<file path="src/hw/lpwm_pkg.sv">
/*
  Shared constants for the link power and wake manager: register map,
  field positions, reset values, interface states and timing counts.
  Assumes a 40 MHz core clock; all cycle counts derive from that rate.
*/
package lpwm_pkg;

  // clock rate
  localparam int CORE_CLK_MHZ = 40;

  // times in their own units, then the cycle counts derived from them
  localparam int INACTIVE_THRESHOLD_NS = 2600;
  localparam int DISABLE_THRESHOLD_NS = 25000;
  localparam int WAKE_HALF_PERIOD_NS = 100;
  localparam int POWERUP_WAKE_US = 167;
  localparam int INACTIVE_THRESHOLD_CYC = (INACTIVE_THRESHOLD_NS * CORE_CLK_MHZ + 999) / 1000;
  localparam int DISABLE_THRESHOLD_CYC = (DISABLE_THRESHOLD_NS * CORE_CLK_MHZ + 999) / 1000;
  localparam int WAKE_HALF_PERIOD_CYC = (WAKE_HALF_PERIOD_NS * CORE_CLK_MHZ + 999) / 1000;
  localparam int POWERUP_WAKE_CYC = POWERUP_WAKE_US * CORE_CLK_MHZ;

  // register bus
  localparam int ADDR_W = 8;
  localparam int DATA_W = 32;
  localparam logic [ADDR_W-1:0] REG_CTRL_OFS = 8'h00;
  localparam logic [ADDR_W-1:0] REG_STATUS_OFS = 8'h04;

  // control register fields
  localparam int CTRL_LINK_CONTROL_BIT = 0;
  localparam int CTRL_CONTENDER_BIT = 1;
  localparam int CTRL_INT_WAKE_EN_BIT = 2;
  localparam logic CTRL_LINK_CONTROL_RST = 1'b1;
  localparam logic CTRL_CONTENDER_RST = 1'b0;
  localparam logic CTRL_INT_WAKE_EN_RST = 1'b0;

  // status register fields
  localparam int STAT_STATE_LSB = 0;
  localparam int STAT_WAKE_BIT = 3;
  localparam int STAT_INT_PEND_BIT = 4;
  localparam int STAT_PCLASS_LSB = 5;
  localparam int STAT_ACCESSIBLE_BIT = 8;

  // highest power class that triggers the power-up wake pulse
  localparam logic [2:0] PCLASS_WAKE_MAX = 3'h4;

  localparam int NUM_PORTS = 3;

  typedef enum logic [2:0] {
    LPWM_DISABLED = 3'b001,
    LPWM_RESET = 3'b010,
    LPWM_NORMAL = 3'b100
  } lpwm_ifc_state_e;

endpackage

</file>
<file path="src/hw/lpwm_lps_if.sv">
/*
  Carrier between the low-time filter and the top module.
  Assumes both ends run on the same core clock.
*/
`timescale 1ns/1ps
interface lpwm_lps_if;
  logic lps_inactive;
  logic lps_disabled;
  modport filt (output lps_inactive, output lps_disabled);
  modport ctrl (input lps_inactive, input lps_disabled);
endinterface

</file>
<file path="src/hw/lpwm_lps_filter.sv">
/*
  Measures how long the link power status input has stayed low and flags
  the inactive and disabled thresholds.
  Assumes the input is already synchronous to core_clk.
*/
`timescale 1ns/1ps
module lpwm_lps_filter #(
  parameter int RESET_CYC = lpwm_pkg::INACTIVE_THRESHOLD_CYC,
  parameter int DISABLE_CYC = lpwm_pkg::DISABLE_THRESHOLD_CYC
) (
  input wire logic core_clk,
  input wire logic rst_n,
  input wire logic lps_level,
  lpwm_lps_if.filt flags
);
  import lpwm_pkg::*;

  localparam int CNT_W = $clog2(DISABLE_CYC + 2);
  localparam logic [CNT_W-1:0] CNT_MAX = CNT_W'(DISABLE_CYC + 1);
  localparam logic [CNT_W-1:0] CNT_RESET = CNT_W'(RESET_CYC);
  localparam logic [CNT_W-1:0] CNT_DISABLE = CNT_W'(DISABLE_CYC);

  logic [CNT_W-1:0] low_cnt_reg;

  ////////////////////////////////////////////////////////////////////////////
  // saturating low-time counter; any high sample restarts it
  always_ff @(posedge core_clk or negedge rst_n) begin
    if (!rst_n) begin
      // starts saturated: no high seen yet, so the interface stays disabled
      // and the power-up wake window is not cut short by a phantom active
      low_cnt_reg <= CNT_MAX;
    end else if (lps_level) begin
      low_cnt_reg <= '0;
    end else if (low_cnt_reg != CNT_MAX) begin
      low_cnt_reg <= low_cnt_reg + CNT_W'(1);
    end
  end

  // strictly longer than the threshold counts; shorter dips stay active
  assign flags.lps_inactive = (low_cnt_reg > CNT_RESET);
  assign flags.lps_disabled = (low_cnt_reg > CNT_DISABLE);

endmodule

</file>
<file path="src/hw/lpwm_top.sv">
/*
  Link power and wake manager: derives the link interface state from the
  link power status input, gates link outputs, asks for a bus reset on
  leaving disabled, drives the wake square wave, and holds the strap and
  control bits. Assumes all inputs are synchronous to core_clk and that
  bus reset and packet events arrive as one-cycle pulses from the core.
*/
// The implementer's own choices: the register addresses and strobed register access.
`timescale 1ns/1ps
module lpwm_top #(
  parameter int RESET_CYC = lpwm_pkg::INACTIVE_THRESHOLD_CYC,
  parameter int DISABLE_CYC = lpwm_pkg::DISABLE_THRESHOLD_CYC,
  parameter int WAKE_HALF_CYC = lpwm_pkg::WAKE_HALF_PERIOD_CYC,
  parameter int POWERUP_CYC = lpwm_pkg::POWERUP_WAKE_CYC,
  parameter int CTL_W = 2,
  parameter int DATA_OUT_W = 8
) (
  input wire logic core_clk,
  input wire logic rst_n,
  input wire logic [lpwm_pkg::ADDR_W-1:0] reg_addr,
  input wire logic [lpwm_pkg::DATA_W-1:0] reg_wdata,
  input wire logic reg_wr,
  input wire logic reg_rd,
  output logic [lpwm_pkg::DATA_W-1:0] reg_rdata,
  input wire logic link_power_status_in,
  input wire logic link_request_in,
  output logic link_request_taken,
  input wire logic [CTL_W-1:0] core_ctl_in,
  input wire logic [DATA_OUT_W-1:0] core_data_in,
  output logic [CTL_W-1:0] control_lines,
  output logic [DATA_OUT_W-1:0] link_data_out,
  output logic link_clock_enable,
  output logic bus_reset_request,
  input wire logic bus_reset_seen,
  input wire logic linkon_packet_rx,
  input wire logic phy_interrupt,
  output logic link_wake_out,
  output logic link_accessible,
  output logic contender,
  input wire logic power_class_strap_0,
  input wire logic power_class_strap_1,
  input wire logic power_class_strap_2,
  output logic [2:0] power_class_default,
  input wire logic strobe_only_select_0,
  input wire logic strobe_only_select_1,
  input wire logic strobe_only_select_2,
  output logic [lpwm_pkg::NUM_PORTS-1:0] port_bilingual
);
  import lpwm_pkg::*;

  localparam int PU_W = $clog2(POWERUP_CYC + 1);
  localparam int HALF_W = $clog2(WAKE_HALF_CYC + 1);
  localparam logic [PU_W-1:0] PU_LOAD = PU_W'(POWERUP_CYC);
  localparam logic [HALF_W-1:0] HALF_LAST = HALF_W'(WAKE_HALF_CYC - 1);

  lpwm_lps_if lps_flags ();

  lpwm_ifc_state_e state_reg;
  lpwm_ifc_state_e state_next;
  logic link_ctrl_reg;
  logic contender_reg;
  logic int_wake_en_reg;
  logic int_pend_reg;
  logic wake_req_reg;
  logic [PU_W-1:0] pu_cnt_reg;
  logic straps_taken_reg;
  logic [HALF_W-1:0] half_cnt_reg;
  logic wave_reg;
  logic accessible_reg;
  logic llc_active;
  logic wake_on;
  logic wake_event;
  logic int_cond;
  logic wr_ctrl;
  logic wr_status;

  lpwm_lps_filter #(
    .RESET_CYC(RESET_CYC),
    .DISABLE_CYC(DISABLE_CYC)
  ) u_filter (
    .core_clk(core_clk),
    .rst_n(rst_n),
    .lps_level(link_power_status_in),
    .flags(lps_flags)
  );

  function automatic logic addr_hit(input logic [ADDR_W-1:0] a, input logic [ADDR_W-1:0] ofs);
    addr_hit = (a == ofs);
  endfunction

  assign wr_ctrl = reg_wr && addr_hit(reg_addr, REG_CTRL_OFS);
  assign wr_status = reg_wr && addr_hit(reg_addr, REG_STATUS_OFS);
  assign llc_active = !lps_flags.lps_inactive && link_ctrl_reg;
  assign int_cond = int_pend_reg && int_wake_en_reg;
  assign wake_event = linkon_packet_rx || (phy_interrupt && int_wake_en_reg);
  assign wake_on = wake_req_reg || (pu_cnt_reg != '0);

  ////////////////////////////////////////////////////////////////////////////
  // interface state; the control bit is deliberately not an input here
  always_comb begin
    state_next = state_reg;
    unique case (state_reg)
      LPWM_NORMAL: begin
        if (lps_flags.lps_inactive) begin
          state_next = LPWM_RESET;
        end
      end
      LPWM_RESET: begin
        if (lps_flags.lps_disabled) begin
          state_next = LPWM_DISABLED;
        end else if (!lps_flags.lps_inactive) begin
          state_next = LPWM_NORMAL;
        end
      end
      LPWM_DISABLED: begin
        if (!lps_flags.lps_inactive) begin
          state_next = LPWM_NORMAL;
        end
      end
      default: state_next = LPWM_DISABLED;
    endcase
  end

  always_ff @(posedge core_clk or negedge rst_n) begin
    if (!rst_n) begin
      state_reg <= LPWM_DISABLED;
    end else begin
      state_reg <= state_next;
    end
  end

  // leaving disabled asks the core for a bus reset and marks the link reachable
  always_ff @(posedge core_clk or negedge rst_n) begin
    if (!rst_n) begin
      bus_reset_request <= 1'b0;
      accessible_reg <= 1'b0;
    end else begin
      bus_reset_request <= (state_reg == LPWM_DISABLED) && (state_next == LPWM_NORMAL);
      if (state_next == LPWM_NORMAL) begin
        accessible_reg <= 1'b1;
      end else if (state_next == LPWM_DISABLED) begin
        accessible_reg <= 1'b0;
      end
    end
  end

  ////////////////////////////////////////////////////////////////////////////
  // link-facing outputs, forced low outside normal; the clock enable stays high in reset and drops only in disabled
  always_ff @(posedge core_clk or negedge rst_n) begin
    if (!rst_n) begin
      control_lines <= '0;
      link_data_out <= '0;
      link_request_taken <= 1'b0;
      link_clock_enable <= 1'b0;
    end else begin
      control_lines <= (state_next == LPWM_NORMAL) ? core_ctl_in : '0;
      link_data_out <= (state_next == LPWM_NORMAL) ? core_data_in : '0;
      link_request_taken <= (state_next == LPWM_NORMAL) && link_request_in;
      link_clock_enable <= (state_next != LPWM_DISABLED);
    end
  end

  ////////////////////////////////////////////////////////////////////////////
  // straps caught once after reset release; port modes follow the selects
  // continuously and never look at the interface state
  always_ff @(posedge core_clk or negedge rst_n) begin
    if (!rst_n) begin
      straps_taken_reg <= 1'b0;
      power_class_default <= 3'h0;
    end else if (!straps_taken_reg) begin
      straps_taken_reg <= 1'b1;
      power_class_default <= {power_class_strap_2, power_class_strap_1, power_class_strap_0};
    end
  end

  always_ff @(posedge core_clk or negedge rst_n) begin
    if (!rst_n) begin
      port_bilingual <= '0;
    end else begin
      port_bilingual <= ~{strobe_only_select_2, strobe_only_select_1, strobe_only_select_0};
    end
  end

  ////////////////////////////////////////////////////////////////////////////
  // register bank; contender has no path other than this write
  always_ff @(posedge core_clk or negedge rst_n) begin
    if (!rst_n) begin
      link_ctrl_reg <= CTRL_LINK_CONTROL_RST;
      contender_reg <= CTRL_CONTENDER_RST;
      int_wake_en_reg <= CTRL_INT_WAKE_EN_RST;
    end else if (wr_ctrl) begin
      link_ctrl_reg <= reg_wdata[CTRL_LINK_CONTROL_BIT];
      contender_reg <= reg_wdata[CTRL_CONTENDER_BIT];
      int_wake_en_reg <= reg_wdata[CTRL_INT_WAKE_EN_BIT];
    end
  end

  // sticky interrupt; a new interrupt wins over a write-one clear
  always_ff @(posedge core_clk or negedge rst_n) begin
    if (!rst_n) begin
      int_pend_reg <= 1'b0;
    end else if (phy_interrupt) begin
      int_pend_reg <= 1'b1;
    end else if (wr_status && reg_wdata[STAT_INT_PEND_BIT]) begin
      int_pend_reg <= 1'b0;
    end
  end

  always_ff @(posedge core_clk or negedge rst_n) begin
    if (!rst_n) begin
      reg_rdata <= '0;
    end else begin
      reg_rdata <= '0;
      if (reg_rd && addr_hit(reg_addr, REG_CTRL_OFS)) begin
        reg_rdata[CTRL_LINK_CONTROL_BIT] <= link_ctrl_reg;
        reg_rdata[CTRL_CONTENDER_BIT] <= contender_reg;
        reg_rdata[CTRL_INT_WAKE_EN_BIT] <= int_wake_en_reg;
      end else if (reg_rd && addr_hit(reg_addr, REG_STATUS_OFS)) begin
        reg_rdata[STAT_STATE_LSB +: 3] <= state_reg;
        reg_rdata[STAT_WAKE_BIT] <= wake_on;
        reg_rdata[STAT_INT_PEND_BIT] <= int_pend_reg;
        reg_rdata[STAT_PCLASS_LSB +: 3] <= power_class_default;
        reg_rdata[STAT_ACCESSIBLE_BIT] <= accessible_reg;
      end
    end
  end

  always_ff @(posedge core_clk or negedge rst_n) begin
    if (!rst_n) begin
      contender <= CTRL_CONTENDER_RST;
      link_accessible <= 1'b0;
    end else begin
      contender <= contender_reg;
      link_accessible <= accessible_reg;
    end
  end

  ////////////////////////////////////////////////////////////////////////////
  // wake request; a fresh event beats a bus reset in the same cycle
  always_ff @(posedge core_clk or negedge rst_n) begin
    if (!rst_n) begin
      wake_req_reg <= 1'b0;
    end else if (llc_active) begin
      wake_req_reg <= 1'b0;
    end else if (wake_event) begin
      wake_req_reg <= 1'b1;
    end else if (bus_reset_seen && !int_cond) begin
      wake_req_reg <= 1'b0;
    end
  end

  // power-up wake window, loaded on the first cycle after reset release
  always_ff @(posedge core_clk or negedge rst_n) begin
    if (!rst_n) begin
      pu_cnt_reg <= '0;
    end else if (!straps_taken_reg) begin
      pu_cnt_reg <= ({power_class_strap_2, power_class_strap_1, power_class_strap_0}
                     <= PCLASS_WAKE_MAX) ? PU_LOAD : '0;
    end else if (llc_active) begin
      pu_cnt_reg <= '0;
    end else if (pu_cnt_reg != '0) begin
      pu_cnt_reg <= pu_cnt_reg - PU_W'(1);
    end
  end

  // square wave while asserted; static low otherwise
  always_ff @(posedge core_clk or negedge rst_n) begin
    if (!rst_n) begin
      half_cnt_reg <= '0;
      wave_reg <= 1'b0;
      link_wake_out <= 1'b0;
    end else if (!wake_on) begin
      half_cnt_reg <= '0;
      wave_reg <= 1'b0;
      link_wake_out <= 1'b0;
    end else begin
      if (half_cnt_reg == HALF_LAST) begin
        half_cnt_reg <= '0;
        wave_reg <= !wave_reg;
      end else begin
        half_cnt_reg <= half_cnt_reg + HALF_W'(1);
      end
      link_wake_out <= !wave_reg;
    end
  end

endmodule

</file>
<file path="config.mk">
export PLATFORM = sky130hd
export DESIGN_NAME = lpwm_top
export DESIGN_NICKNAME = d
export VERILOG_FILES = /design/src/hw/lpwm_pkg.sv /design/src/hw/lpwm_lps_if.sv /design/src/hw/lpwm_lps_filter.sv /design/src/hw/lpwm_top.sv
export SDC_FILE = /design/constraint.sdc
export NUM_CORES = 1
export LEC_CHECK = 0
export BUFFER_PORTS_ARGS = -buffer_cell sky130_fd_sc_hd__buf_2
export CORE_AREA = 2 2 84 78
export CTS_CLUSTER_SIZE = 24
export DETAILED_ROUTE_END_ITERATION = 7
export DIE_AREA = 0 0 86 80
export PLACE_DENSITY = 0.93
export SYNTH_ARGS = -nofsm -noshare
export SYNTH_HDL_FRONTEND = slang
export SYNTH_SLANG_ARGS = --single-unit
</file>
<file path="constraint.sdc">
create_clock -name core_clk -period 3.1 [get_ports core_clk]
set_input_delay 0.775 -clock core_clk [delete_from_list [all_inputs] [get_ports core_clk]]
set_output_delay 0.775 -clock core_clk [all_outputs]
set_load 0.01 [all_outputs]
</file>
### Yosys cells after proc, flatten, opt, wreduce, memory -nomap -nowiden

Cells that the tools add are included.

* register bits: 68
* bits in latches: 0
* RAM bits: 0
* bits in read-only memories: 0
* bits of input ports: 65
* output and inout port bits: 54
* memories kept: 0

* add/subtract/negate cells: 3
* $mul: 0
* divide/modulo/power cells: 0
* $lt $le $gt $ge: 3
* eq/ne operators: 11
* shift operators: 0
* mux-type cells: 27
* bitwise gates (word level): 1
* reduce and logical (&&, ||, !) cells: 22

Operator list (count)
* two-way mux 13 bit: 4
* two-way mux 10 bit: 2
* two-way mux 3 bit: 6
* nonzero test 13 bit: 1
* subtractor 13 x 1 -> 13 bit, second input constant: 1
* logical AND 1 bit: 11
* adder 10 x 1 -> 10 bit, second input constant: 1
* greater-than comparator 10 bit, second input constant: 1
* greater-than comparator 10 x 7 -> 1 bit, second input constant: 1
* two-way mux 1 bit: 10
* != test 10 bit, second input constant: 1
* two-way mux 9 bit: 1
* case mux 3 bit (3 select lines): 1
* == test 8 x 3 -> 1 bit, second input constant: 1
* zero test 8 bit: 1
* two-way mux 8 bit: 1
* == test 3 x 1 -> 1 bit, second input constant: 2
* == test 3 x 2 -> 1 bit, second input constant: 2
* == test 3 bit, second input constant: 2
* two-way mux 6 bit: 1
* != test 3 x 1 -> 1 bit, second input constant: 2
* nonzero test 2 bit: 3
* adder 3 x 1 -> 3 bit, second input constant: 1
* less-or-equal comparator 3 bit, second input constant: 1
* other kinds (6): 9

### Longest topological paths before layout

Gate-level depths: netlist of run 1.

* depth after elaboration: 7
* mapped depth: 7
* gate-level depth less buffers: 6

### Cells and area by module

A second synthesis of run 1 with hierarchy kept.

* cells, all modules: 283
* area total of the unflattened synthesis: 3170.5 um2

By module, submodules not included
* lpwm_top: instances 1, cells an instance 219, area each 2539.9 um2, sequential area each 1453.9 um2
* lpwm_lps_filter: instances 1, cells an instance 64, area each 630.6 um2, sequential area each 259.0 um2

### Least setup slack after synthesis of run 1

OpenSTA, ideal clock, no wires.

* kind: in2reg
* start point: in reg_addr[5] in the netlist's numbering
* end point: reg reg_rdata[0] in the netlist's numbering
* library setup time: 0.065 ns
* data arrival time: 2.155 ns
* required time: 3.035 ns
* path slack: 0.880 ns
* stages: 5
* buffers on the path: 1
* path through: or4_1 nor4_1 and3_1 clkbuf_1 a22o_1

* longest elaborated chain between the ends: 4
* elaborated cells between the ends (all ways): 6
* those cells by class: eq/ne (1); mux (2); reduce/logical (3)

Ends and longest elaborated chain
* from (decl): line lpwm_top.sv:20 `input wire logic [lpwm_pkg::ADDR_W-1:0] reg_addr,`
* == test 8 x 3 -> 1 bit: line lpwm_top.sv:88 `addr_hit = (a == ofs);`
* logical AND 1 bit: line lpwm_top.sv:218 `end else if (reg_rd && addr_hit(reg_addr, REG_STATUS_OFS)) begin`
* two-way mux 9 bit: line lpwm_top.sv:218
* two-way mux 3 bit (*): line lpwm_top.sv:214 `if (reg_rd && addr_hit(reg_addr, REG_CTRL_OFS)) begin`
* to (signal, indexed assignment): line lpwm_top.sv:215 `reg_rdata[CTRL_LINK_CONTROL_BIT] <= link_ctrl_reg;`
* to (signal, indexed assignment): line lpwm_top.sv:216 `reg_rdata[CTRL_CONTENDER_BIT] <= contender_reg;`
* to (signal, indexed assignment): line lpwm_top.sv:219 `reg_rdata[STAT_STATE_LSB +: 3] <= state_reg;`
* to (decl): line lpwm_top.sv:24 `output logic [lpwm_pkg::DATA_W-1:0] reg_rdata,`

Mark *: on every way between the ends. The rest lies on a longest branch, timed or not.
A chain may end at the register's enable or synchronous reset.

### Worst setup path in the final report of run 1

* start point: reg pu_cnt_reg[0]
* end point: reg half_cnt_reg[1]

* longest elaborated chain between the ends: 3

Ends and longest elaborated chain
* from (decl): line lpwm_top.sv:65 `logic [PU_W-1:0] pu_cnt_reg;`
* from (signal assigned): line lpwm_top.sv:257 `pu_cnt_reg <= ({power_class_strap_2, power_class_strap_1, power_class_strap_0}`
* from (signal assigned): line lpwm_top.sv:262 `pu_cnt_reg <= pu_cnt_reg - PU_W'(1);`
* nonzero test 13 bit: line lpwm_top.sv:96 `assign wake_on = wake_req_reg || (pu_cnt_reg != '0);`
* logical OR 1 bit: line lpwm_top.sv:96
* two-way mux 3 bit: line lpwm_top.sv:272 `end else if (!wake_on) begin`
* to (signal assigned): line lpwm_top.sv:281 `half_cnt_reg <= half_cnt_reg + HALF_W'(1);`
* to (decl): line lpwm_top.sv:67 `logic [HALF_W-1:0] half_cnt_reg;`

Every way passes these cells.

==> impl_metrics.toml, run 1 <==
[status]
status = "finished clean"

[global_routing]
antenna_found_initial = 0
grt_pass1_vias = 2142
overflow = 0
grt_first_pass_wirelength_um = 9670
track_usage_pct = 18.2
grt_max_degree = 39

[clock_network]
post-cts-setup-buffer-count = 0
htreeDepth = 3
clk_pin_slew_ps = 80
cts_root_buf = "clkbuf_8"
cts_resized = 0
cts_tree = "built"
clk_path_buf_depth = 2
clock_latency_ps = 340
ctsHoldBuffers = 0
clock_sinks = 68
cts_buffers = 9

[yosys]
seq_area_frac_synth_pct = 55.1
synth_seq_cells = 68
synth-edff-count = 0
synth_area_leaders = "dfrtp_1 47%, dfstp_2 7.6%, buf_4 5.6%, a211oi_1 2.7%, inv_1 2.5%"
async_flop_share_pct = 100
syn_avg_cell_area_um2 = 11.0
syn_area_mm2 = 0.00311
synth_top_area_share_pct = 47.5
synth.largest_area_cell = "dfrtp_1"
yosysWarnings = 0
synth_ff_type = "dfrtp_1"
synth_cells = 282
synth_cell_types = 50

[setup_path]
reg2regPathDepth = 6
endpoint_kind = "flip-flop"
worstSetupPathType = "reg -> reg"
reg2reg_to = "half_cnt_reg[1]"
timing.rr.start = "pu_cnt_reg[0]"
critPathMaxStageDelay_ps = 600
crit_start = "pu_cnt_reg[0]"
critPathArrivalTime_ps = 2400
slowest_stage = "or4b_1"
crit_fanout = 6
critPathBufInv = 1
cp.required_ps = 3330
cp_top_family = "simple AND/OR/NAND/NOR gates"
path_cells = "inv_1 -> ha_1 -> or4b_1 -> or4_4 -> nor2_4 -> nor2b_1"
start_kind = "flip-flop"
rrSetupSlack_ps = 940

[floorplan]
die_area_mm2 = 0.00688
rows = 27
pin_count = 119
start_util_pct = 52.0
dieHeight_um = 80
die_x_um = 86
fp.coreArea_mm2 = 0.00598

[min_path]
holdPathEnd = "link_accessible"
min_from = "accessible_reg"
min_path_cells = 0
hp-class = "reg -> reg"

[job]
drv_cap = 0

[detailed_routing]
drt-total-wl_um = 5920
drcViolationCount = 0
via_per_inst = 5.20
drt-wirelength-per-cell_um = 13.7
firstDrtPassIters = 4
postRouteAntennaNets = 0
drt_iter0_drc = 110
vias = 2248

[power]
powerDensity_mw_per_mm2 = 660
power_leakage_nw = 1.80
peakVddDrop_mv = 0.337
p_total_w = 0.00242

[sta]
relSlewSlack_pct = 53.6
rsz0062_at_grt = "no"
timing.final.crit_share_pct = 69.7
max_freq_ghz = 0.463
finalMaxSlewViolations = 0
fin_worst_skew_ps = 9.85
fin_crit_ps = 2160
hold_viol_final = 0
setup_violations = 0
max_slew.worst_pin.slew_ps = 696
fin_worst_hold_slack_ps = 409
fin_ws_ps = 939
setup_tns_ps = 0

[finish]
layout-area-overhead-vs-synth_pct = 17.7
largest_reg_flops = 13
n_antenna_cell = 0
layout_commonest_cell = "buf_2"
final_cell_mix = "67 x buf_2, 59 x dfrtp_1, 24 x conb_1"
drive_above_1_share_pct = 30.3
fin_nets = 425
fillers = 471

[place]
place_ws_ps = 626
dp_hpwl_um = 4270
gp_congestion = 0.848
io_buffers = 67
-- how the worst max path moves through the flow --
stage,end,slack [ps],cells after the start
2_1_floorplan,reg_rdata[0],880,5
3_3_place_gp,contender_reg,710,5
3_5_place_dp,int_wake_en_reg,630,5
4_1_cts,half_cnt_reg[1],940,6
5_1_grt,half_cnt_reg[1],820,6
6_report,half_cnt_reg[1],940,6
-- routing by layer --
| metal | wire, µm | share of wire (%) | track usage, % | vias to the layer above |
|---|---|---|---|---|
| li1 | - | - | - | 1081 |
| met1 | 2430 | 41 | 21.6 | 1098 |
| met2 | 3130 | 53 | 30.5 | 61 |
| met3 | 301 | 5.1 | 6.93 | 8 |
| met4 | 59 | 1.0 | 5.71 | 0 |
| met5 | 0 | 0 | 0 | - |
-- final cells by class --
class                      count  area, µm²  area share (%)
sequential                    68       1710            46.8
multi-input combinational    185       1200            32.8
timing repair buffer          70        370            10.1
clock buffer                  10        138            3.76
tap                           72       90.1            2.46
inverter                      21       78.8            2.15
clock inverter                 6       71.3            1.95
-- Yosys cell counts (all sizes together), types with 5 or more instances --
| library cell | instances |
|---|---|
| dfrtp | 59 |
| buf | 26 |
| inv | 21 |
| nor2 | 19 |
| a211oi | 12 |
| a21oi | 10 |
| o21ai | 10 |
| dfstp | 9 |
| xor2 | 8 |
| nand2b | 7 |
| mux2 | 6 |
| nand2 | 6 |
| nand3 | 6 |
| nor3 | 6 |
| or4 | 6 |
| and2 | 5 |
| ha | 5 |
| nor2b | 5 |
| xnor2 | 5 |
-- power by group --
| group | switching [W] | total (W) | internal [W] |
|---|---|---|---|
| Sequential | 0.0000864 | 0.00113 | 0.00105 |
| Combinational | 0.000302 | 0.000536 | 0.000234 |
| Clock | 0.000349 | 0.000747 | 0.000398 |
| Total | 0.000737 | 0.00242 | 0.00168 |
-- metrics by stage --
| stage | util [%] | instance area (µm²) | std cells |
|---|---|---|---|
| 2_1_floorplan | - | 3190 | 304 |
| 3_3_place_gp | 57.7 | 3450 | 416 |
| 3_5_place_dp | 57.7 | 3450 | 416 |
| 4_1_cts | 61.2 | 3660 | 432 |
| 5_1_grt | 61.2 | 3660 | 432 |
| 6_report | 61.2 | 3660 | 432 |
-- worst reg2reg max path, cell delays in order, from the launching register on --
cell	delay, ps
dfrtp_1	390
inv_1	100
ha_1	200
or4b_1	600
or4_4	520
nor2_4	170
nor2b_1	70
-- logic make-up after synthesis --
kind of cell,count (synthesis),synth area share (%)
adder cells (fa/ha/maj),5,2.01
AND/OR/NAND/NOR,87,16.8
flip-flops,68,55.1
XOR/XNOR,13,3.66
other,2,0.242
AO/OA/AOI/OAI,49,10.7
buffers and inverters,51,9.01
multiplexers,7,2.49
(Power assumes the default switching activity.)
==> inputs of run 2 (changes only) <==
--- a/config.mk
+++ b/config.mk
@@ -6,11 +6,11 @@
 export NUM_CORES = 1
 export LEC_CHECK = 0
 export BUFFER_PORTS_ARGS = -buffer_cell sky130_fd_sc_hd__buf_2
-export CORE_AREA = 2 2 84 78
+export CORE_AREA = 2 2 87 81
 export CTS_CLUSTER_SIZE = 24
 export DETAILED_ROUTE_END_ITERATION = 7
-export DIE_AREA = 0 0 86 80
-export PLACE_DENSITY = 0.93
+export DIE_AREA = 0 0 89 83
+export PLACE_DENSITY = 0.88
 export SYNTH_ARGS = -nofsm -noshare
 export SYNTH_HDL_FRONTEND = slang
 export SYNTH_SLANG_ARGS = --single-unit
==> constraint.sdc (replaced) <==
create_clock -name core_clk -period 2.1 [get_ports core_clk]
set_input_delay 0.525 -clock core_clk [delete_from_list [all_inputs] [get_ports core_clk]]
set_output_delay 0.525 -clock core_clk [all_outputs]
set_load 0.01 [all_outputs]
==> impl_metrics.toml, run 2 (same netlist as run 1, synthesis figures left out) <==
[status]
status = "finished clean"

[global_routing]
grt_max_degree = 69
grt_first_pass_wirelength_um = 10100
met2_usage_pct = 29.6
busiest_layer = "met2"
overflow = 0
grt_pass1_vias = 2308
track_usage_pct = 17.5
antenna_found_initial = 0
use_met1_pct = 20.9
grt_use_met3_pct = 5.27

[finish]
n_antenna_cell = 0
fin_nets = 434
drive_above_1_share_pct = 33.1
largest_reg_flops = 13
layout_commonest_cell = "buf_2"
layout-area-overhead-vs-synth_pct = 20.9
final_cell_mix = "67 x buf_2, 59 x dfrtp_1, 24 x conb_1"

[setup_path]
endpoint_kind = "flip-flop"
slowest_stage = "or4b_4"
cp_top_family = "simple AND/OR/NAND/NOR gates"
timing.rr.start = "pu_cnt_reg[0]"
critPathMaxStageDelay_ps = 490
crit_fanout = 4
critPathBufInv = 1
cp.required_ps = 2320
path_cells = "inv_2 -> ha_2 -> or4b_4 -> or4_4 -> a21oi_1 -> o21ai_0"
crit_start = "pu_cnt_reg[0]"
worstSetupPathType = "reg -> reg"
critPathArrivalTime_ps = 2200
start_kind = "flip-flop"

[detailed_routing]
vias = 2285
via_per_inst = 4.98
postRouteAntennaNets = 0
firstDrtPassIters = 4
drt-wirelength-per-cell_um = 13.3
drt_iter0_drc = 170
drt-total-wl_um = 6120
drcViolationCount = 0

[clock_network]
ctsHoldBuffers = 0
clk_pin_slew_ps = 80
clock_latency_ps = 340
cts_tree = "built"
cts_root_buf = "clkbuf_8"
clk_path_buf_depth = 2
cts_buffers = 9
clock_sinks = 68
htreeDepth = 3

[place]
dp_hpwl_um = 4460
gp_congestion = 0.802
io_buffers = 67

[job]
drv_cap = 0

[sta]
fin_crit_ps = 1980
timing.final.crit_share_pct = 94.5
fin_worst_skew_ps = 15.1
setup_violations = 0
finalMaxSlewViolations = 0
setup_tns_ps = 0
hold_viol_final = 0
max_freq_ghz = 0.504
rsz0062_at_grt = "no"

[power]
peakVddDrop_mv = 0.415
powerDensity_mw_per_mm2 = 956
p_total_w = 0.00360
power_leakage_nw = 1.85

[floorplan]
die_area_mm2 = 0.00739
fp.coreArea_mm2 = 0.00645
start_util_pct = 48.2
pin_count = 119
rows = 28
dieHeight_um = 83
die_x_um = 89

[min_path]
hp-class = "in -> async"
run 2: worst reg2reg max path: stages (launching register included):
cell	delay [ps]
dfrtp_1	410
inv_2	80
ha_2	190
or4b_4	490
or4_4	480
a21oi_1	150
o21ai_0	80
run 2: report_power, final:
group,switching (W),internal (W),total [W]
Sequential,0.000132,0.00154,0.00168
Combinational,0.000457,0.000364,0.000820
Clock,0.000534,0.000564,0.00110
run 2: path summary, 6_finish.rpt:
| kind | end | slack, ps | cells past startpoint |
|---|---|---|---|
| worst min register to register | link_accessible | 400 | 0 |
| worst max register to register | pu_cnt_reg[3] | 120 | 6 |
| worst min-delay path | power_class_default[2] | 190 | 2 |
| min in group core_clk | port_bilingual[0] | 320 | 2 |
| worst max-delay path | pu_cnt_reg[3] | 120 | 6 |
| max in group asynchronous | u_filter.low_cnt_reg[7] | 1590 | 2 |
run 2: timing repair:
item	4_1_cts	5_1_grt
setup buffers	0	1
gates resized for setup	0	5
endpoints found under the setup margin	0	15
run 2: cell type report:
class	instances	area [µm²]
clock buffer	9	124
clock inverter	7	80.1
fill	549	2690
inverter	21	78.8
multi-input combinational	185	1210
sequential	68	1710
tap	90	113
timing repair buffer	79	442
run 2: per-stage QoR:
stage	utilization [%]	instances	hold WS (ps)	area (µm²)	worst slack, ps
finish	58.3	459	194	3760	116
global route	58.3	459	200	3760	1.14
CTS	58.0	458	192	3740	46.6
detailed placement	54.8	442	389	3530	44.9
global placement	54.8	442	385	3530	73.9
floorplan	-	304	229	3190	118
run 2: per-layer routing:
layer	wire [µm]	up-vias
li1	-	1099
met1	2540	1122
met2	3250	56
met3	250	8
met4	80	0
met5	0	-
==> inputs of run 3 (changes only) <==
--- a/config.mk
+++ b/config.mk
@@ -6,11 +6,13 @@
 export NUM_CORES = 1
 export LEC_CHECK = 0
 export BUFFER_PORTS_ARGS = -buffer_cell sky130_fd_sc_hd__buf_2
-export CORE_AREA = 2 2 87 81
+export CELL_PAD_IN_SITES_DETAIL_PLACEMENT = 0
+export CELL_PAD_IN_SITES_GLOBAL_PLACEMENT = 2
+export CORE_AREA = 2 2 113 104
 export CTS_CLUSTER_SIZE = 24
 export DETAILED_ROUTE_END_ITERATION = 7
-export DIE_AREA = 0 0 89 83
-export PLACE_DENSITY = 0.88
+export DIE_AREA = 0 0 115 106
+export PLACE_DENSITY = 0.86
 export SYNTH_ARGS = -nofsm -noshare
 export SYNTH_HDL_FRONTEND = slang
 export SYNTH_SLANG_ARGS = --single-unit
==> impl_metrics.toml, run 3 (same netlist as run 1, synthesis figures left out) <==
[sta]
hold_viol_final = 0
finalMaxSlewViolations = 0
rsz0062_at_grt = "yes"
timing.final.crit_share_pct = 94.4
setup_tns_ps = 0
fin_crit_ps = 1980
relSlewSlack_pct = 64.3
setup_violations = 0
max_freq_ghz = 0.504
fin_worst_skew_ps = 7.66
max_slew.worst_pin.slew_ps = 536
fin_worst_hold_slack_ps = 172

[setup_path]
path_cells = "inv_2 -> ha_2 -> or4b_4 -> buf_4 -> or4_1 -> a21oi_1"
critPathArrivalTime_ps = 2230
slowest_stage = "or4b_4"
endpoint_kind = "flip-flop"
cp.required_ps = 2350
crit_fanout = 4
start_kind = "flip-flop"
worstSetupPathType = "reg -> reg"
critPathMaxStageDelay_ps = 480

[detailed_routing]
firstDrtPassIters = 4
drt-total-wl_um = 6370
drt_iter0_drc = 80
drt-wirelength-per-cell_um = 12.5
drcViolationCount = 0
via_per_inst = 4.50
vias = 2288
postRouteAntennaNets = 0

[place]
dp_hpwl_um = 4630
placed_cells = 492
io_buffers = 67
gp_congestion = 0.738

[finish]
final_cell_mix = "67 x buf_2, 59 x dfrtp_1, 24 x conb_1"
fin_nets = 437
layout_commonest_cell = "buf_2"
largest_reg_flops = 13
drive_above_1_share_pct = 33.6
fin_cells = 508
n_antenna_cell = 0
layout-area-overhead-vs-synth_pct = 27.6

[floorplan]
pin_count = 119
die_area_mm2 = 0.0122
dieHeight_um = 106
fp.coreArea_mm2 = 0.0111
die_x_um = 115
rows = 37
start_util_pct = 28.0

[power]
peakVddDrop_mv = 0.376
powerDensity_mw_per_mm2 = 1040
power_leakage_nw = 1.93

[clock_network]
clk_pin_slew_ps = 60
ctsHoldBuffers = 0
clk_path_buf_depth = 2
clock_latency_ps = 330
cts_root_buf = "clkbuf_16"
htreeDepth = 3
clock_sinks = 68
cts_buffers = 9
post-cts-setup-buffer-count = 0
cts_tree = "built"

[global_routing]
track_usage_pct = 11.0
overflow = 0
antenna_found_initial = 0
grt_pass1_vias = 2224
grt_max_degree = 26
grt_first_pass_wirelength_um = 10500

[status]
status = "finished clean"

[min_path]
hp-class = "in -> async"

[job]
drv_cap = 0
-- run 3: cell count changes in the layout (fill, tap and decap cells not counted) --
cell / before / now
clkbuf_8: 9 / 0
clkinvlp_4: 2 / 1
buf_4: 10 / 13
clkinv_2: 0 / 1
buf_12: 1 / 2
clkbuf_16: 0 / 9
buf_6: 1 / 0
clkinv_4: 0 / 1
bufinv_16: 1 / 2
inv_6: 4 / 2
-- run 3: report_power, final --
part | leakage (nW) | total, W | internal, W | switching, W
combinational | 0.928 | 0.000828 | 0.000374 | 0.000454
clock | 0.156 | 0.00163 | 0.00105 | 0.000586
sequential | 0.845 | 0.00168 | 0.00155 | 0.000128
-- run 3: timing repair --
action,4_1_cts,5_1_grt
endpoints found under the hold margin,0,0
resized for setup,0,4
endpoints found under the setup margin,0,15
-- run 3: routing by layer --
layer	track usage (%)	up-vias	part of all wire, %
li1	-	1100	-
met1	13.7	1130	46
met2	18.0	50	49
met3	3.76	8	4.1
met4	3.53	0	1.4
met5	0	-	0
-- run 3: final cells by class --
type | count | area, µm²
fillers | 1109 | 7140
multi-input cells | 185 | 1210
flip-flops and latches | 68 | 1710
clock buffers | 9 | 225
repair buffers | 82 | 473
clock inverters | 7 | 98.8
inverters | 21 | 78.8
well taps | 136 | 170
-- run 3: worst max-delay path, delay by kind of cell (launching register included) --
kind	cells	cell delay, ps
and+or+nand+nor	2	940
adders and majority gates	1	190
AOI/OAI and AO/OA	1	150
buffers and inverters	2	230
DFF	1	400
-- run 3: stage by stage --
step / area, µm² / setup WS, ps / total power (W) / util, %
finish: 3970 / 117 / 0.00414 / 35.7
global route: 3970 / -4.66 / 0.00436 / 35.7
CTS: 3960 / 40.2 / 0.00420 / 35.6
detailed placement: 3630 / -2.37 / 0.00253 / 32.7
global placement: 3630 / -1.06 / 0.00251 / 32.7
floorplan: 3190 / 118 / 0.00222 / -
-- run 3: worst paths after layout --
check,start,end,cells after the start,slack [ps]
setup / recovery,pu_cnt_reg[0],pu_cnt_reg[6],6,120
hold / removal,rst_n,link_wake_out,1,170
setup reg to reg,pu_cnt_reg[0],pu_cnt_reg[6],6,120
hold reg to reg,accessible_reg,link_accessible,0,400
max in group asynchronous,rst_n,u_filter.low_cnt_reg[0],2,1320
min in group core_clk,strobe_only_select_1,port_bilingual[1],2,330
